$ cat config.mk
export PLATFORM = sky130hd
export DESIGN_NAME = tfr_timer
export DESIGN_NICKNAME = d
export VERILOG_FILES = /design/src/inc/tfr_pkg.sv /design/src/design/tfr_edge_sync.sv /design/src/design/tfr_timer.sv
export SDC_FILE = /design/constraint.sdc
export NUM_CORES = 1
export LEC_CHECK = 0
export ABC_AREA = 1
export BUFFER_PORTS_ARGS = -buffer_cell sky130_fd_sc_hd__buf_4
export CORE_MARGIN = 2
export CORE_UTILIZATION = 58
export CTS_CLUSTER_DIAMETER = 200
export DETAILED_ROUTE_END_ITERATION = 16
export PLACE_DENSITY = 0.95
export SYNTH_ARGS = -nofsm -noshare
export SYNTH_HDL_FRONTEND = slang
export SYNTH_SLANG_ARGS = --single-unit
$ cat constraint.sdc
create_clock -name CLK_SYS -period 2.65 [get_ports CLK_SYS]
set_input_delay 0.53 -clock CLK_SYS [delete_from_list [all_inputs] [get_ports CLK_SYS]]
set_output_delay 0.53 -clock CLK_SYS [all_outputs]
set_load 0.05 [all_outputs]
$ cat src/inc/tfr_pkg.sv
package tfr_pkg;

  // Register byte addresses on the AXI4-Lite bus.
  localparam logic [7:0] TFR_OFS_CNT_HI  = 8'h00;
  localparam logic [7:0] TFR_OFS_CNT_LO  = 8'h04;
  localparam logic [7:0] TFR_OFS_ALT_HI  = 8'h08;
  localparam logic [7:0] TFR_OFS_ALT_LO  = 8'h0C;
  localparam logic [7:0] TFR_OFS_STATUS  = 8'h10;
  localparam logic [7:0] TFR_OFS_CTRL1   = 8'h14;
  localparam logic [7:0] TFR_OFS_CTRL2   = 8'h18;

  // Field positions.
  localparam int TFR_BIT_OVF       = 7;
  localparam int TFR_BIT_OVF_IE    = 7;
  localparam int TFR_BIT_EDGE      = 2;
  localparam int TFR_CSEL_LSB      = 0;

  // Counter and control values.
  localparam logic [15:0] TFR_RELOAD     = 16'hFFFC;
  localparam logic [15:0] TFR_CNT_MAX    = 16'hFFFF;
  localparam logic [7:0]  TFR_CTRL_RST   = 8'h00;
  localparam logic [2:0]  TFR_MASK_DIV2  = 3'h1;
  localparam logic [2:0]  TFR_MASK_DIV4  = 3'h3;
  localparam logic [2:0]  TFR_MASK_DIV8  = 3'h7;

  // Clock source selection codes.
  typedef enum logic [1:0] {
    TFR_CLK_DIV4 = 2'h0,
    TFR_CLK_DIV2 = 2'h1,
    TFR_CLK_DIV8 = 2'h2,
    TFR_CLK_EXT  = 2'h3
  } tfr_csel_t;

  // AXI responses.
  localparam logic [1:0] TFR_RESP_OKAY   = 2'h0;
  localparam logic [1:0] TFR_RESP_SLVERR = 2'h2;

endpackage : tfr_pkg

$ cat src/design/tfr_edge_sync.sv
`timescale 1ns/1ps
module tfr_edge_sync
  import tfr_pkg::*;
(
  // Clock and reset.
  input  wire logic CLK_SYS,
  input  wire logic RSTN,
  // Pin and control.
  input  wire logic PIN,
  input  wire logic RISING,
  // One-cycle active edge pulse.
  output logic      EDGE
);

  logic sync1_reg, sync2_reg, hist_reg;

  // Two flops resynchronise the pin; a third holds the previous level for edge detection.
  always_ff @(posedge CLK_SYS or negedge RSTN) begin
    if (!RSTN) begin
      sync1_reg <= 1'b1;
      sync2_reg <= 1'b1;
      hist_reg  <= 1'b1;
    end else begin
      sync1_reg <= PIN;
      sync2_reg <= sync1_reg;
      hist_reg  <= sync2_reg;
    end
  end

  // Exactly one pulse per selected transition, since the history flop follows at once.
  assign EDGE = RISING ? (sync2_reg & ~hist_reg) : (~sync2_reg & hist_reg);

endmodule : tfr_edge_sync

$ cat src/design/tfr_timer.sv
// Implementation choices: the AXI4-Lite interface to the registers and the address map.
`timescale 1ns/1ps
module tfr_timer
  import tfr_pkg::*;
#(
  parameter int ADDR_W = 8
) (
  // Clock and reset.
  input  wire logic              CLK_SYS,
  input  wire logic              RSTN,
  // AXI4-Lite write channels.
  input  wire logic [ADDR_W-1:0] S_AXI_AWADDR,
  input  wire logic              S_AXI_AWVALID,
  output logic                   S_AXI_AWREADY,
  input  wire logic [31:0]       S_AXI_WDATA,
  input  wire logic [3:0]        S_AXI_WSTRB,
  input  wire logic              S_AXI_WVALID,
  output logic                   S_AXI_WREADY,
  output logic [1:0]             S_AXI_BRESP,
  output logic                   S_AXI_BVALID,
  input  wire logic              S_AXI_BREADY,
  // AXI4-Lite read channels.
  input  wire logic [ADDR_W-1:0] S_AXI_ARADDR,
  input  wire logic              S_AXI_ARVALID,
  output logic                   S_AXI_ARREADY,
  output logic [31:0]            S_AXI_RDATA,
  output logic [1:0]             S_AXI_RRESP,
  output logic                   S_AXI_RVALID,
  input  wire logic              S_AXI_RREADY,
  // Core and pin signals.
  input  wire logic              CPU_IMASK,
  input  wire logic              WAIT_MODE,
  input  wire logic              HALT_MODE,
  input  wire logic              EXT_CLK_PIN,
  input  wire logic              EXT_PIN_BONDED,
  output logic                   TIMER_IRQ
);

  logic [15:0]       count_reg, count_next;
  logic [2:0]        presc_reg, presc_next;
  logic              ovf_reg, ovf_next;
  logic              arm_reg, arm_next;
  logic [7:0]        low_buf_reg, low_buf_next;
  logic              seq_reg, seq_next;
  logic [7:0]        ctrl1_reg, ctrl1_next;
  logic [7:0]        ctrl2_reg, ctrl2_next;
  logic              aw_have_reg, aw_have_next;
  logic              w_have_reg, w_have_next;
  logic [ADDR_W-1:0] awaddr_reg, awaddr_next;
  logic [7:0]        wdata_reg, wdata_next;
  logic              bvalid_reg, bvalid_next;
  logic [1:0]        bresp_reg, bresp_next;
  logic              rvalid_reg, rvalid_next;
  logic [31:0]       rdata_reg, rdata_next;
  logic [1:0]        rresp_reg, rresp_next;
  logic              wr_fire, rd_fire, ext_edge, tick, load, pin_lvl;
  logic [2:0]        div_mask;
  logic [7:0]        waddr8, raddr8;
  logic              wr_low, wr_main_low, rd_hi, rd_low, rd_main_low, rd_status;
  tfr_csel_t         csel;

  // Address compare at the package's byte width.
  assign waddr8 = 8'(awaddr_reg);
  assign raddr8 = 8'(S_AXI_ARADDR);

  // Handshakes: one write and one read in flight, no buffering beyond one beat each.
  assign S_AXI_AWREADY = ~aw_have_reg & ~bvalid_reg;
  assign S_AXI_WREADY  = ~w_have_reg & ~bvalid_reg;
  assign S_AXI_ARREADY = ~rvalid_reg;
  assign S_AXI_BVALID  = bvalid_reg;
  assign S_AXI_BRESP   = bresp_reg;
  assign S_AXI_RVALID  = rvalid_reg;
  assign S_AXI_RDATA   = rdata_reg;
  assign S_AXI_RRESP   = rresp_reg;
  assign wr_fire       = aw_have_reg & w_have_reg;
  assign rd_fire       = S_AXI_ARVALID & ~rvalid_reg;

  // Access decode, shared by the counter, flag and sequence logic.
  assign wr_low      = wr_fire & ((waddr8 == TFR_OFS_CNT_LO) | (waddr8 == TFR_OFS_ALT_LO));
  assign wr_main_low = wr_fire & (waddr8 == TFR_OFS_CNT_LO);
  assign rd_hi       = rd_fire & ((raddr8 == TFR_OFS_CNT_HI) | (raddr8 == TFR_OFS_ALT_HI));
  assign rd_low      = rd_fire & ((raddr8 == TFR_OFS_CNT_LO) | (raddr8 == TFR_OFS_ALT_LO));
  assign rd_main_low = rd_fire & (raddr8 == TFR_OFS_CNT_LO);
  assign rd_status   = rd_fire & (raddr8 == TFR_OFS_STATUS);

  // An unbonded pin is held at one so it can never produce an edge.
  assign pin_lvl = EXT_PIN_BONDED ? EXT_CLK_PIN : 1'b1;

  tfr_edge_sync u_sync (
    .CLK_SYS (CLK_SYS),
    .RSTN    (RSTN),
    .PIN     (pin_lvl),
    .RISING  (ctrl2_reg[TFR_BIT_EDGE]),
    .EDGE    (ext_edge)
  );

  // Prescaler divide selection; the external pin wins when both select bits are set.
  always_comb begin
    csel = tfr_csel_t'(ctrl2_reg[TFR_CSEL_LSB +: 2]);
    case (csel)
      TFR_CLK_DIV2: div_mask = TFR_MASK_DIV2;
      TFR_CLK_DIV8: div_mask = TFR_MASK_DIV8;
      default:      div_mask = TFR_MASK_DIV4;
    endcase
  end

  // Halt stops prescaler and counter alike; wait mode has no effect on either.
  always_comb begin
    load       = wr_low;
    presc_next = HALT_MODE ? presc_reg : presc_reg + 3'h1;
    if (csel == TFR_CLK_EXT) begin
      tick = ext_edge & ~HALT_MODE;
    end else begin
      tick = ((presc_reg & div_mask) == div_mask) & ~HALT_MODE;
    end
    if (load) begin
      count_next = TFR_RELOAD;
    end else if (tick) begin
      count_next = count_reg + 16'h0001;
    end else begin
      count_next = count_reg;
    end
  end

  // Overflow flag: set beats a clear landing in the same cycle.
  always_comb begin
    arm_next = arm_reg;
    ovf_next = ovf_reg;
    if (rd_status && ovf_reg) begin
      arm_next = 1'b1;
    end
    if ((rd_main_low || wr_main_low) && arm_reg) begin
      ovf_next = 1'b0;
      arm_next = 1'b0;
    end
    if (tick && !load && (count_reg == TFR_CNT_MAX)) begin
      ovf_next = 1'b1;
    end
  end

  // Interrupt request stays pending in the flag until enable and mask allow it.
  assign TIMER_IRQ = ovf_reg & ctrl1_reg[TFR_BIT_OVF_IE] & ~CPU_IMASK;

  // Bus slave: write capture, register update, read mux and sequence buffer.
  always_comb begin
    aw_have_next = aw_have_reg;
    w_have_next  = w_have_reg;
    awaddr_next  = awaddr_reg;
    wdata_next   = wdata_reg;
    bvalid_next  = bvalid_reg;
    bresp_next   = bresp_reg;
    rvalid_next  = rvalid_reg;
    rdata_next   = rdata_reg;
    rresp_next   = rresp_reg;
    ctrl1_next   = ctrl1_reg;
    ctrl2_next   = ctrl2_reg;
    low_buf_next = low_buf_reg;
    seq_next     = seq_reg;
    if (S_AXI_AWVALID && S_AXI_AWREADY) begin
      aw_have_next = 1'b1;
      awaddr_next  = S_AXI_AWADDR;
    end
    if (S_AXI_WVALID && S_AXI_WREADY) begin
      w_have_next = 1'b1;
      wdata_next  = S_AXI_WSTRB[0] ? S_AXI_WDATA[7:0] : wdata_reg;
    end
    if (wr_fire) begin
      aw_have_next = 1'b0;
      w_have_next  = 1'b0;
      bvalid_next  = 1'b1;
      bresp_next   = TFR_RESP_OKAY;
      if (waddr8 == TFR_OFS_CTRL1) begin
        ctrl1_next = wdata_reg;
      end else if (waddr8 == TFR_OFS_CTRL2) begin
        ctrl2_next = wdata_reg;
      end else if ((waddr8 == TFR_OFS_CNT_LO) || (waddr8 == TFR_OFS_ALT_LO)) begin
        bresp_next = TFR_RESP_OKAY;
      end else if ((waddr8 == TFR_OFS_CNT_HI) || (waddr8 == TFR_OFS_ALT_HI) ||
                   (waddr8 == TFR_OFS_STATUS)) begin
        bresp_next = TFR_RESP_OKAY;
      end else begin
        bresp_next = TFR_RESP_SLVERR;
      end
    end else if (bvalid_reg && S_AXI_BREADY) begin
      bvalid_next = 1'b0;
    end
    if (rvalid_reg && S_AXI_RREADY) begin
      rvalid_next = 1'b0;
    end
    if (rd_fire) begin
      rvalid_next = 1'b1;
      rresp_next  = TFR_RESP_OKAY;
      rdata_next  = 32'h0000_0000;
      if (rd_hi) begin
        rdata_next[7:0] = count_reg[15:8];
        if (!seq_reg) begin
          low_buf_next = count_reg[7:0];
          seq_next     = 1'b1;
        end
      end else if (rd_low) begin
        rdata_next[7:0] = seq_reg ? low_buf_reg : count_reg[7:0];
        seq_next        = 1'b0;
      end else if (raddr8 == TFR_OFS_STATUS) begin
        rdata_next[TFR_BIT_OVF] = ovf_reg;
      end else if (raddr8 == TFR_OFS_CTRL1) begin
        rdata_next[7:0] = ctrl1_reg;
      end else if (raddr8 == TFR_OFS_CTRL2) begin
        rdata_next[7:0] = ctrl2_reg;
      end else begin
        rresp_next = TFR_RESP_SLVERR;
      end
    end
  end

  // All state registers; reset gives identical state so twin timers stay in step.
  always_ff @(posedge CLK_SYS or negedge RSTN) begin
    if (!RSTN) begin
      count_reg   <= TFR_RELOAD;
      presc_reg   <= 3'h0;
      ovf_reg     <= 1'b0;
      arm_reg     <= 1'b0;
      low_buf_reg <= 8'h00;
      seq_reg     <= 1'b0;
      ctrl1_reg   <= TFR_CTRL_RST;
      ctrl2_reg   <= TFR_CTRL_RST;
      aw_have_reg <= 1'b0;
      w_have_reg  <= 1'b0;
      awaddr_reg  <= '0;
      wdata_reg   <= 8'h00;
      bvalid_reg  <= 1'b0;
      bresp_reg   <= TFR_RESP_OKAY;
      rvalid_reg  <= 1'b0;
      rdata_reg   <= 32'h0000_0000;
      rresp_reg   <= TFR_RESP_OKAY;
    end else begin
      count_reg   <= count_next;
      presc_reg   <= presc_next;
      ovf_reg     <= ovf_next;
      arm_reg     <= arm_next;
      low_buf_reg <= low_buf_next;
      seq_reg     <= seq_next;
      ctrl1_reg   <= ctrl1_next;
      ctrl2_reg   <= ctrl2_next;
      aw_have_reg <= aw_have_next;
      w_have_reg  <= w_have_next;
      awaddr_reg  <= awaddr_next;
      wdata_reg   <= wdata_next;
      bvalid_reg  <= bvalid_next;
      bresp_reg   <= bresp_next;
      rvalid_reg  <= rvalid_next;
      rdata_reg   <= rdata_next;
      rresp_reg   <= rresp_next;
    end
  end

  // Wait mode is sampled nowhere on purpose; the counter ignores it.
  logic wait_unused;
  assign wait_unused = WAIT_MODE;
endmodule : tfr_timer

==> impl_metrics.toml, run 1 <==
[run_status]
status = "complete, no violations"

[clock_tree]
cts_buffers = 9
clk_latency_ps = 350
path_clk_slew_ps = 80
clockBufferDepth = 2
post_cts_buffers = 0
h-tree-depth = 3
cts_hold_buffers = 0
cts_resized = 0
clock_sinks = 79
cts_root_buf = "clkbuf_8"
cts_tree = "yes"

[synth]
synth-async-reset-ratio_pct = 100
netlist_area_mm2 = 0.00425
ys_warn_count = 0
synthTopCellsByCount = "160 x nand2_1, 62 x dfrtp_1, 59 x inv_1"
synth-edff-count = 0
synth_cell_types = 33
synth_cells = 541
synth_top_area_cell = "dfrtp_1"
post_synth.cell_area_avg_um2 = 7.86
yosysTopAreaCellShare_pct = 36.5
ys.flop_type = "dfrtp_1"
yosys_register_bits = 79
synth_seq_area_share_pct = 47.0
synth_top_cells_by_area = "dfrtp_1 37%, nand2_1 14%, dfstp_2 11%"
yosysMostFrequentCell = "nand2_1"

[timing]
slew_headroom_pct = 36.2
min_period_ps = 1980
tns_ps = 0
post-route-period-util_pct = 74.7
hold_viol_final = 0
clock.fmax_mhz = 505
rsz0062_at_grt = "false"
slew_viol_final = 0
worstMarginPinSlew_ps = 957
clock_skew_ps = 7.87
setup_viol = 0

[pwr]
p_seq_share_pct = 45.9
p_sw_uw = 1410
p_total_uw = 3850
power_density_mw_per_mm2 = 801
intPower_uw = 2440
p_leak_uw = 0.00246
swShare_pct = 36.6
ir_drop_v = 0.000823
power_frac_clock_pct = 25.9
pwr-share-comb_pct = 28.2

[critical_path]
crit_type = "reg2reg"
crit_path_end_kind = "flop"
crit_path_start_kind = "flop"
cp_top_family = "simple AND/OR/NAND/NOR gates"
max_stage_delay_ps = 550
arrival_ps = 2270
crit_start = "u_sync.sync2_reg"
critPathMaxFanout = 13
r2r-start = "u_sync.sync2_reg"
cpMostUsedCell = "nand2_1"
cp_num_buf_inv = 0
cp_cell_sequence = "nand2_1 > nor2_1 > nor2_1 > nand2_1 > nand3_1 > nor2_1 > nand2_1 > nand2_1"
crit_required_ps = 2940
critPathSlowestCell = "dfstp_2"

[finish]
num-fill-cells = 548
layout-drive-gt1-share_pct = 17.9
largest_reg_flops = 16
nets = 658
fin_area_mm2 = 0.00480
syn_to_final_growth_pct = 13.0
n_antenna_cell = 0
final_cell_count_no_fill = 696

[floorplan]
io_pins = 106
die_w_um = 89.6
start_util_pct = 59.2
die_area_mm2 = 0.00803
die_y_um = 89.6
core_area_mm2 = 0.00718
std_cell_rows = 31

[detailed_routing]
drtIter0Drc = 310
ant_nets = 0
drt-total-wl_mm = 9.68
wire_per_inst_um = 13.9
routed_via_density = 5.41
drc_errors = 0
num_vias = 3766
drt_first_pass_iters = 6

[placed_design]
globalplace.congestion = 0.951
io_buffers = 51
dpl-instance-area_mm2 = 0.00459
place_inst = 680
dpl.hpwl_mm = 6.68

[grt]
gr-total-overflow = 0
grt_use_total_pct = 26.5
grt_max_degree = 80
grt_pass1_vias = 3583
grt_pass1_wl_mm = 16.1
antenna_found_initial = 0

[min_path]
min_path_type = "in2reg"
hold_start = "EXT_PIN_BONDED"

[job]
maxCapViolations = 0
[power by group through the flow]
| stage | clock network, uW | logic [uW] | registers [uW] |
|---|---|---|---|
| 2_1_floorplan | 0 | 781 | 1770 |
| 3_3_place_gp | 0 | 1020 | 1740 |
| 3_5_place_dp | 0 | 1070 | 1770 |
| 4_1_cts | 996 | 1090 | 1760 |
| 5_1_grt | 1050 | 1200 | 1800 |
| 6_report | 996 | 1090 | 1770 |
[worst paths after layout]
| kind | endpoint | slack, ps | cells after the start |
|---|---|---|---|
| setup reg to reg | ovf_reg | 670 | 8 |
| max in group asynchronous | ctrl1_reg[7] | 1710 | 1 |
| min in group asynchronous | count_reg[1] | 330 | 1 |
| hold reg to reg | u_sync.sync2_reg | 360 | 0 |
| hold / removal | u_sync.sync1_reg | 300 | 2 |
| setup / recovery | ovf_reg | 670 | 8 |
[routing by layer]
| metal | vias to the layer above | global-route usage, % | routed length [um] |
|---|---|---|---|
| li1 | 1780 | - | - |
| met1 | 1768 | 31.8 | 3710 |
| met2 | 186 | 46.1 | 5010 |
| met3 | 32 | 5.67 | 662 |
| met4 | 0 | 11.1 | 299 |
| met5 | - | 0 | 0 |
[layout by cell type (no fill, tap or decap)]
| master | Yosys | layout |
|---|---|---|
| buf_4 | 26 | 53 |
| clkbuf_8 | 0 | 10 |
| nand2_1 | 160 | 160 |
| nand2_2 | 4 | 4 |
| o21ai_0 | 34 | 34 |
| nor3_4 | 1 | 1 |
| nor3_1 | 8 | 8 |
| clkbuf_1 | 2 | 3 |
| ha_1 | 2 | 2 |
| nor3_2 | 2 | 2 |
| xor2_1 | 6 | 6 |
| dfrtp_1 | 62 | 62 |
| dfstp_2 | 17 | 17 |
| nor2_4 | 3 | 3 |
| nand4_1 | 7 | 7 |
| nand4_2 | 1 | 1 |
| nand3_1 | 48 | 48 |
| nand2_4 | 1 | 1 |
| o21a_1 | 7 | 7 |
| mux2_2 | 5 | 5 |
| nand3_2 | 1 | 1 |
| clkinvlp_4 | 0 | 1 |
| nor2_2 | 3 | 3 |
| a21oi_1 | 13 | 13 |
| o21ai_1 | 15 | 15 |
| inv_1 | 59 | 59 |
| clkinv_1 | 2 | 2 |
| a311oi_1 | 1 | 1 |
| conb_1 | 1 | 26 |
| inv_2 | 3 | 3 |
| nor2_1 | 34 | 34 |
| a21o_1 | 1 | 1 |
| bufinv_16 | 0 | 2 |
| xnor2_1 | 2 | 2 |
[metrics by stage]
step | hold WS, ps | setup slack [ps] | util [%]
after floorplan | 234 | 408 | -
after global routing | 289 | 511 | 67.0
final | 296 | 669 | 67.0
after detailed placement | 347 | 731 | 63.9
after CTS | 291 | 698 | 67.0
after global placement | 346 | 757 | 63.9
[final cells by class]
type                            instances  area (um^2)  area share (%)
Clock buffer                           13          149            3.10
Clock inverter                          3         67.6            1.41
Inverter                               64          240            5.00
Multi-Input combinational cell        385         1830            38.0
Sequential cell                        79         2000            41.6
Tap cell                               99          124            2.58
Timing Repair Buffer                   53          398            8.28
[cells by family after synthesis]
kind of cell               count (synthesis)  synth area share (%)
adders and majority gates                  2                 0.589
muxes                                      5                  1.32
xor gates and xnor gates                   8                  1.65
DFF                                       79                  47.0
other                                      1                0.0882
AOI/OAI and AO/OA                         71                  8.92
buffers and inverters                    102                  12.2
and+or+nand+nor                          273                  28.2
Note: power is estimated with default switching activity, not from simulation.
==> run 2, diff against run 1 <==
--- a/config.mk
+++ b/config.mk
@@ -8,10 +8,10 @@
 export ABC_AREA = 1
 export BUFFER_PORTS_ARGS = -buffer_cell sky130_fd_sc_hd__buf_4
 export CORE_MARGIN = 2
-export CORE_UTILIZATION = 58
+export CORE_UTILIZATION = 54
 export CTS_CLUSTER_DIAMETER = 200
 export DETAILED_ROUTE_END_ITERATION = 16
-export PLACE_DENSITY = 0.95
+export PLACE_DENSITY = 0.92
 export SYNTH_ARGS = -nofsm -noshare
 export SYNTH_HDL_FRONTEND = slang
 export SYNTH_SLANG_ARGS = --single-unit
==> constraint.sdc (replaced) <==
create_clock -name CLK_SYS -period 1.9 [get_ports CLK_SYS]
set_input_delay 0.38 -clock CLK_SYS [delete_from_list [all_inputs] [get_ports CLK_SYS]]
set_output_delay 0.38 -clock CLK_SYS [all_outputs]
set_load 0.05 [all_outputs]
==> run 2 against run 1 <==
Setup slack worse by 450 ps. Cell count up 1.4%. Critical path type unchanged. Highest routed layer unchanged. Sequential power up 40%. Design area up 1.4%. Non-clock buffer count up 7. Total power up 38%. Maximum frequency up 18%. Worst hold slack worse by 130 ps.
==> impl_metrics.toml, run 2 (synthesis results as in run 1) <==
[run_status]
status = "complete, no violations"

[grt]
grt_pass1_wl_mm = 16.1
grt_pass1_vias = 3597
grt_use_total_pct = 23.3
gr-total-overflow = 0
antenna_found_initial = 0
grt_max_degree = 44

[timing]
post-route-period-util_pct = 88.3
worstMarginPinSlew_ps = 529
min_period_ps = 1680
rsz0062_at_grt = "false"
slew_viol_final = 0
hold_viol_final = 0
setup_ws_ps = 223
slew_headroom_pct = 64.6
clock.fmax_mhz = 596
setup_viol = 0
tns_ps = 0
clock_skew_ps = 11.3

[floorplan]
core_area_mm2 = 0.00769
die_w_um = 92.7
start_util_pct = 55.3
io_pins = 106
die_area_mm2 = 0.00860
die_y_um = 92.7
std_cell_rows = 32

[pwr]
power_frac_clock_pct = 24.5
pwr-share-comb_pct = 29.2
intPower_uw = 3280
swShare_pct = 38.4
ir_drop_v = 0.00109
power_density_mw_per_mm2 = 1090
p_leak_uw = 0.00251
p_seq_share_pct = 46.3
p_sw_uw = 2040

[critical_path]
cp_cell_sequence = "nor2_1 > nand2_1 > nor2_1 > nand4_2 > nand2_1 > o21ai_1"
critPathSlowestCell = "nand4_2"
critPathMaxFanout = 16
crit_path_start_kind = "flop"
cp_num_buf_inv = 0
cp_top_family = "simple AND/OR/NAND/NOR gates"
max_stage_delay_ps = 400
arrival_ps = 1900
crit_required_ps = 2130
crit_type = "reg2reg"
crit_path_end_kind = "flop"

[detailed_routing]
drt_first_pass_iters = 5
routed_via_density = 5.17
route.met3.wl_um = 671
drc_errors = 0
dr_wl_met2_mm = 4.61
top_layer = "met4"
ant_nets = 0
drt-total-wl_mm = 9.35
num_vias = 3653
wire_per_inst_um = 13.2
drtIter0Drc = 309
drt-met1-wl_mm = 3.94

[finish]
final_cell_mix = "160 x nand2_1, 62 x dfrtp_1, 59 x inv_1"
nets = 665
fin_area_mm2 = 0.00487
largest_reg_flops = 16
syn_to_final_growth_pct = 14.6
regArea_mm2 = 0.00200
layout-drive-gt1-share_pct = 19.5
n_antenna_cell = 0
multiInputGateArea_mm2 = 0.00184
mostFrequentLayoutCell = "nand2_1"
num-fill-cells = 592
post-route-util_pct = 63.4

[clock_tree]
cts_root_buf = "clkbuf_8"
path_clk_slew_ps = 90
h-tree-depth = 3
cts_buffers = 9
cts_tree = "yes"
clock_sinks = 79
clockBufferDepth = 2
clk_latency_ps = 350

[placed_design]
dpl.hpwl_mm = 6.88
io_buffers = 51
dp_slack_ps = 150
dpl-instance-area_mm2 = 0.00466
globalplace.congestion = 0.851

[min_path]
min_path_type = "in2reg"

[job]
maxCapViolations = 0
[run 2: area by class of cell]
class	instances	area share, %
tap	102	2.62
timing repair buffer	60	9.56
multi-input combinational	385	37.7
sequential	79	41.0
inverter	64	4.93
clock inverter	7	1.59
clock buffer	9	2.54
[run 2: path summary, 6_finish.rpt]
check | slack (ps) | cells past startpoint | to | startpoint
max in group asynchronous | 870 | 3 | count_reg[3] | RSTN
hold / removal | 170 | 2 | u_sync.sync1_reg | EXT_PIN_BONDED
setup / recovery | 220 | 6 | ctrl2_reg[5] | awaddr_reg[5]
min in group asynchronous | 420 | 2 | S_AXI_BRESP[1] | RSTN
setup reg to reg | 220 | 6 | ctrl2_reg[5] | awaddr_reg[5]
hold reg to reg | 360 | 0 | u_sync.sync2_reg | u_sync.sync1_reg
[run 2: per-layer routing]
metal | up-vias | track usage (%)
li1 | 1784 | -
met1 | 1695 | 29.4
met2 | 159 | 40.1
met3 | 15 | 5.37
met4 | 0 | 6.86
met5 | - | 0
[run 2: worst register-to-register path, delay by kind of cell, from the launching register on]
family,cells,cell delay (ps)
AO/OA/AOI/OAI,1,80
flip-flops,1,390
AND/OR/NAND/NOR,5,1070
[run 2: power groups by stage]
stage / registers (uW) / logic (uW) / clock network, uW
2_1_floorplan: 2490 / 1100 / 0
3_3_place_gp: 2450 / 1450 / 0
3_5_place_dp: 2490 / 1530 / 0
4_1_cts: 2460 / 1560 / 1320
5_1_grt: 2510 / 1710 / 1390
6_report: 2470 / 1560 / 1300
[run 2: what timing repair did]
action,CTS,global route
hold buffers,1,0
endpoints found under the hold margin,14,0
buffers inserted,0,0
resized for setup,0,0
[run 2: per-stage QoR]
step	total power, uW	cells	hold WS [ps]
after floorplan	3590	566	84.4
after global placement	3900	689	252
after detailed placement	4020	689	254
after CTS	5330	706	158
after global routing	5620	706	153
final	5330	706	169
==> run 3, diff against run 2 <==
--- a/config.mk
+++ b/config.mk
@@ -14,4 +14,5 @@
 export PLACE_DENSITY = 0.92
 export SYNTH_ARGS = -nofsm -noshare
 export SYNTH_HDL_FRONTEND = slang
+export SYNTH_HIERARCHICAL = 1
 export SYNTH_SLANG_ARGS = --single-unit
==> run 3 against run 2 <==
Sequential cell count stayed put. Total power is 8.8% higher. Routed wire length is 0.18% lower. Core utilization is 0.38 points higher. Critical endpoint is now count_reg[1]. Largest cell class unchanged. Highest routed layer unchanged.
==> impl_metrics.toml, run 3 <==
[synth]
synth_seq_area_share_pct = 46.6
ys.flop_type = "dfrtp_1"
ys_warn_count = 6
netlist_area_mm2 = 0.00429
yosysMostFrequentCell = "nand2_1"
synth_cells = 543
synth_top_cells_by_area = "dfrtp_1 36%, nand2_1 15%, dfstp_2 10%"
synthTopCellsByCount = "168 x nand2_1, 62 x dfrtp_1, 57 x inv_1, 57 x nand3_1, 34 x nor2_1"
synth_cell_types = 37
synth-edff-count = 0
synth-async-reset-ratio_pct = 100
yosys_register_bits = 79
yosysTopAreaCellShare_pct = 36.2
post_synth.cell_area_avg_um2 = 7.90
synth_top_area_cell = "dfrtp_1"

[timing]
worstMarginPinSlew_ps = 522
slew_viol_final = 0
post-route-period-util_pct = 90.8
setup_viol = 0
tns_ps = 0
hold_viol_final = 0
min_period_ps = 1720
setup_ws_ps = 175
slew_headroom_pct = 65.1
rsz0062_at_grt = "false"
clock_skew_ps = 9.47
hold_slack_ps = 133
clock.fmax_mhz = 580

[detailed_routing]
wire_per_inst_um = 13.2
route.met3.wl_um = 524
routed_via_density = 5.31
drt-met1-wl_mm = 3.74
drt-total-wl_mm = 9.33
drtIter0Drc = 351
drc_errors = 0
dr_wl_met2_mm = 4.74
num_vias = 3762
top_layer = "met4"
ant_nets = 0
drt_first_pass_iters = 5

[floorplan]
die_w_um = 93.2
std_cell_rows = 32
start_util_pct = 55.5
core_area_mm2 = 0.00773
die_area_mm2 = 0.00868
die_y_um = 93.2
io_pins = 106

[critical_path]
arrival_ps = 2000
critPathMaxFanout = 5
ff2ff_path_depth = 8
crit_path_end_kind = "flop"
crit_path_start_kind = "flop"
crit_required_ps = 2180
crit_type = "reg2reg"
reg2reg_slack_ps = 180
r2r_end = "count_reg[1]"
r2r-start = "u_sync/sync2_reg"

[placed_design]
dp_slack_ps = 225
io_buffers = 51
dpl-instance-area_mm2 = 0.00470
globalplace.congestion = 0.940
dpl.hpwl_mm = 6.98

[clock_tree]
path_clk_slew_ps = 80
clk_latency_ps = 360
clockBufferDepth = 2
cts_root_buf = "clkbuf_8"
post_cts_buffers = 0
cts_resized = 0
cts_tree = "yes"
cts_hold_buffers = 1
clock_sinks = 79
h-tree-depth = 3
cts_buffers = 9

[min_path]
hold_depth = 2
min_path_type = "in2reg"
whs_endpoint = "u_sync/sync1_reg"
hold_start = "EXT_PIN_BONDED"

[grt]
grt_pass1_vias = 3724
gr-total-overflow = 0
grt_use_total_pct = 23.6
grt_max_degree = 56
grt_pass1_wl_mm = 16.1
antenna_found_initial = 0

[finish]
mostFrequentLayoutCell = "nand2_1"
layout-drive-gt1-share_pct = 21.1
syn_to_final_growth_pct = 14.8
n_antenna_cell = 0
fin_area_mm2 = 0.00493
nets = 667
final_cell_mix = "168 x nand2_1, 62 x dfrtp_1, 57 x inv_1, 57 x nand3_1, 56 x buf_4"
largest_reg_flops = 16

[pwr]
p_leak_uw = 0.00256
p_total_uw = 5790
power_density_mw_per_mm2 = 1180
ir_drop_v = 0.000844

[run_status]
status = "complete, no violations"

[job]
maxCapViolations = 0
run 3: logic make-up after synthesis:
kind of cell    count (synthesis)  share of synthesized area [%]
compound gates                 64                           8.83
xor+xnor                        4                          0.816
fa+ha+maj                       2                          0.583
buf+inv                        98                           11.5
flops                          79                           46.6
mux                             4                           1.05
other cells                     1                         0.0874
simple gates                  291                           30.6
run 3: routing by layer:
metal,vias to the layer above,GRT usage [%]
met1,1787,27.3
met4,0,10.5
met3,36,6.20
met5,-,0
met2,144,41.2
li1,1795,-
run 3: worst max-delay path by stage:
stage	start	slack, ps	to	cells after the start
after detailed placement	u_sync/sync2_reg	230	count_reg[0]	8
after global placement	u_sync/sync2_reg	230	count_reg[0]	8
after CTS	u_sync/sync2_reg	200	count_reg[0]	8
after floorplan	S_AXI_BVALID	-6	awaddr_reg[7]	4
final	u_sync/sync2_reg	180	count_reg[1]	8
after global routing	u_sync/sync2_reg	30	count_reg[1]	8
run 3: worst max-delay path: stages, from the launching register on:
cell and delay [ps]:
dfstp_2 550, nand3_1 70, nand2_1 70, nand3_1 110, nand2_1 90, nand2_1 180, a21oi_1 400, nand2_1 80
o21ai_0 90
run 3: report_power, final:
part	switching, uW	internal, uW
clock	635	749
sequential	372	2200
combinational	1260	580
total	2270	3530
run 3: stage by stage:
stage | utilization, % | instances
global route | 63.7 | 708
global placement | 60.8 | 691
detailed placement | 60.8 | 691
floorplan | - | 568
finish | 63.7 | 708
CTS | 63.7 | 708
run 3: layout make-up:
class,instances,area (um^2)
Clock inverter,6,91.3
Timing Repair Buffer,58,450
Sequential cell,79,2000
Clock buffer,10,128
Fill cell,609,2800
Tap cell,102,128
Multi-Input combinational cell,391,1900
Inverter,62,233
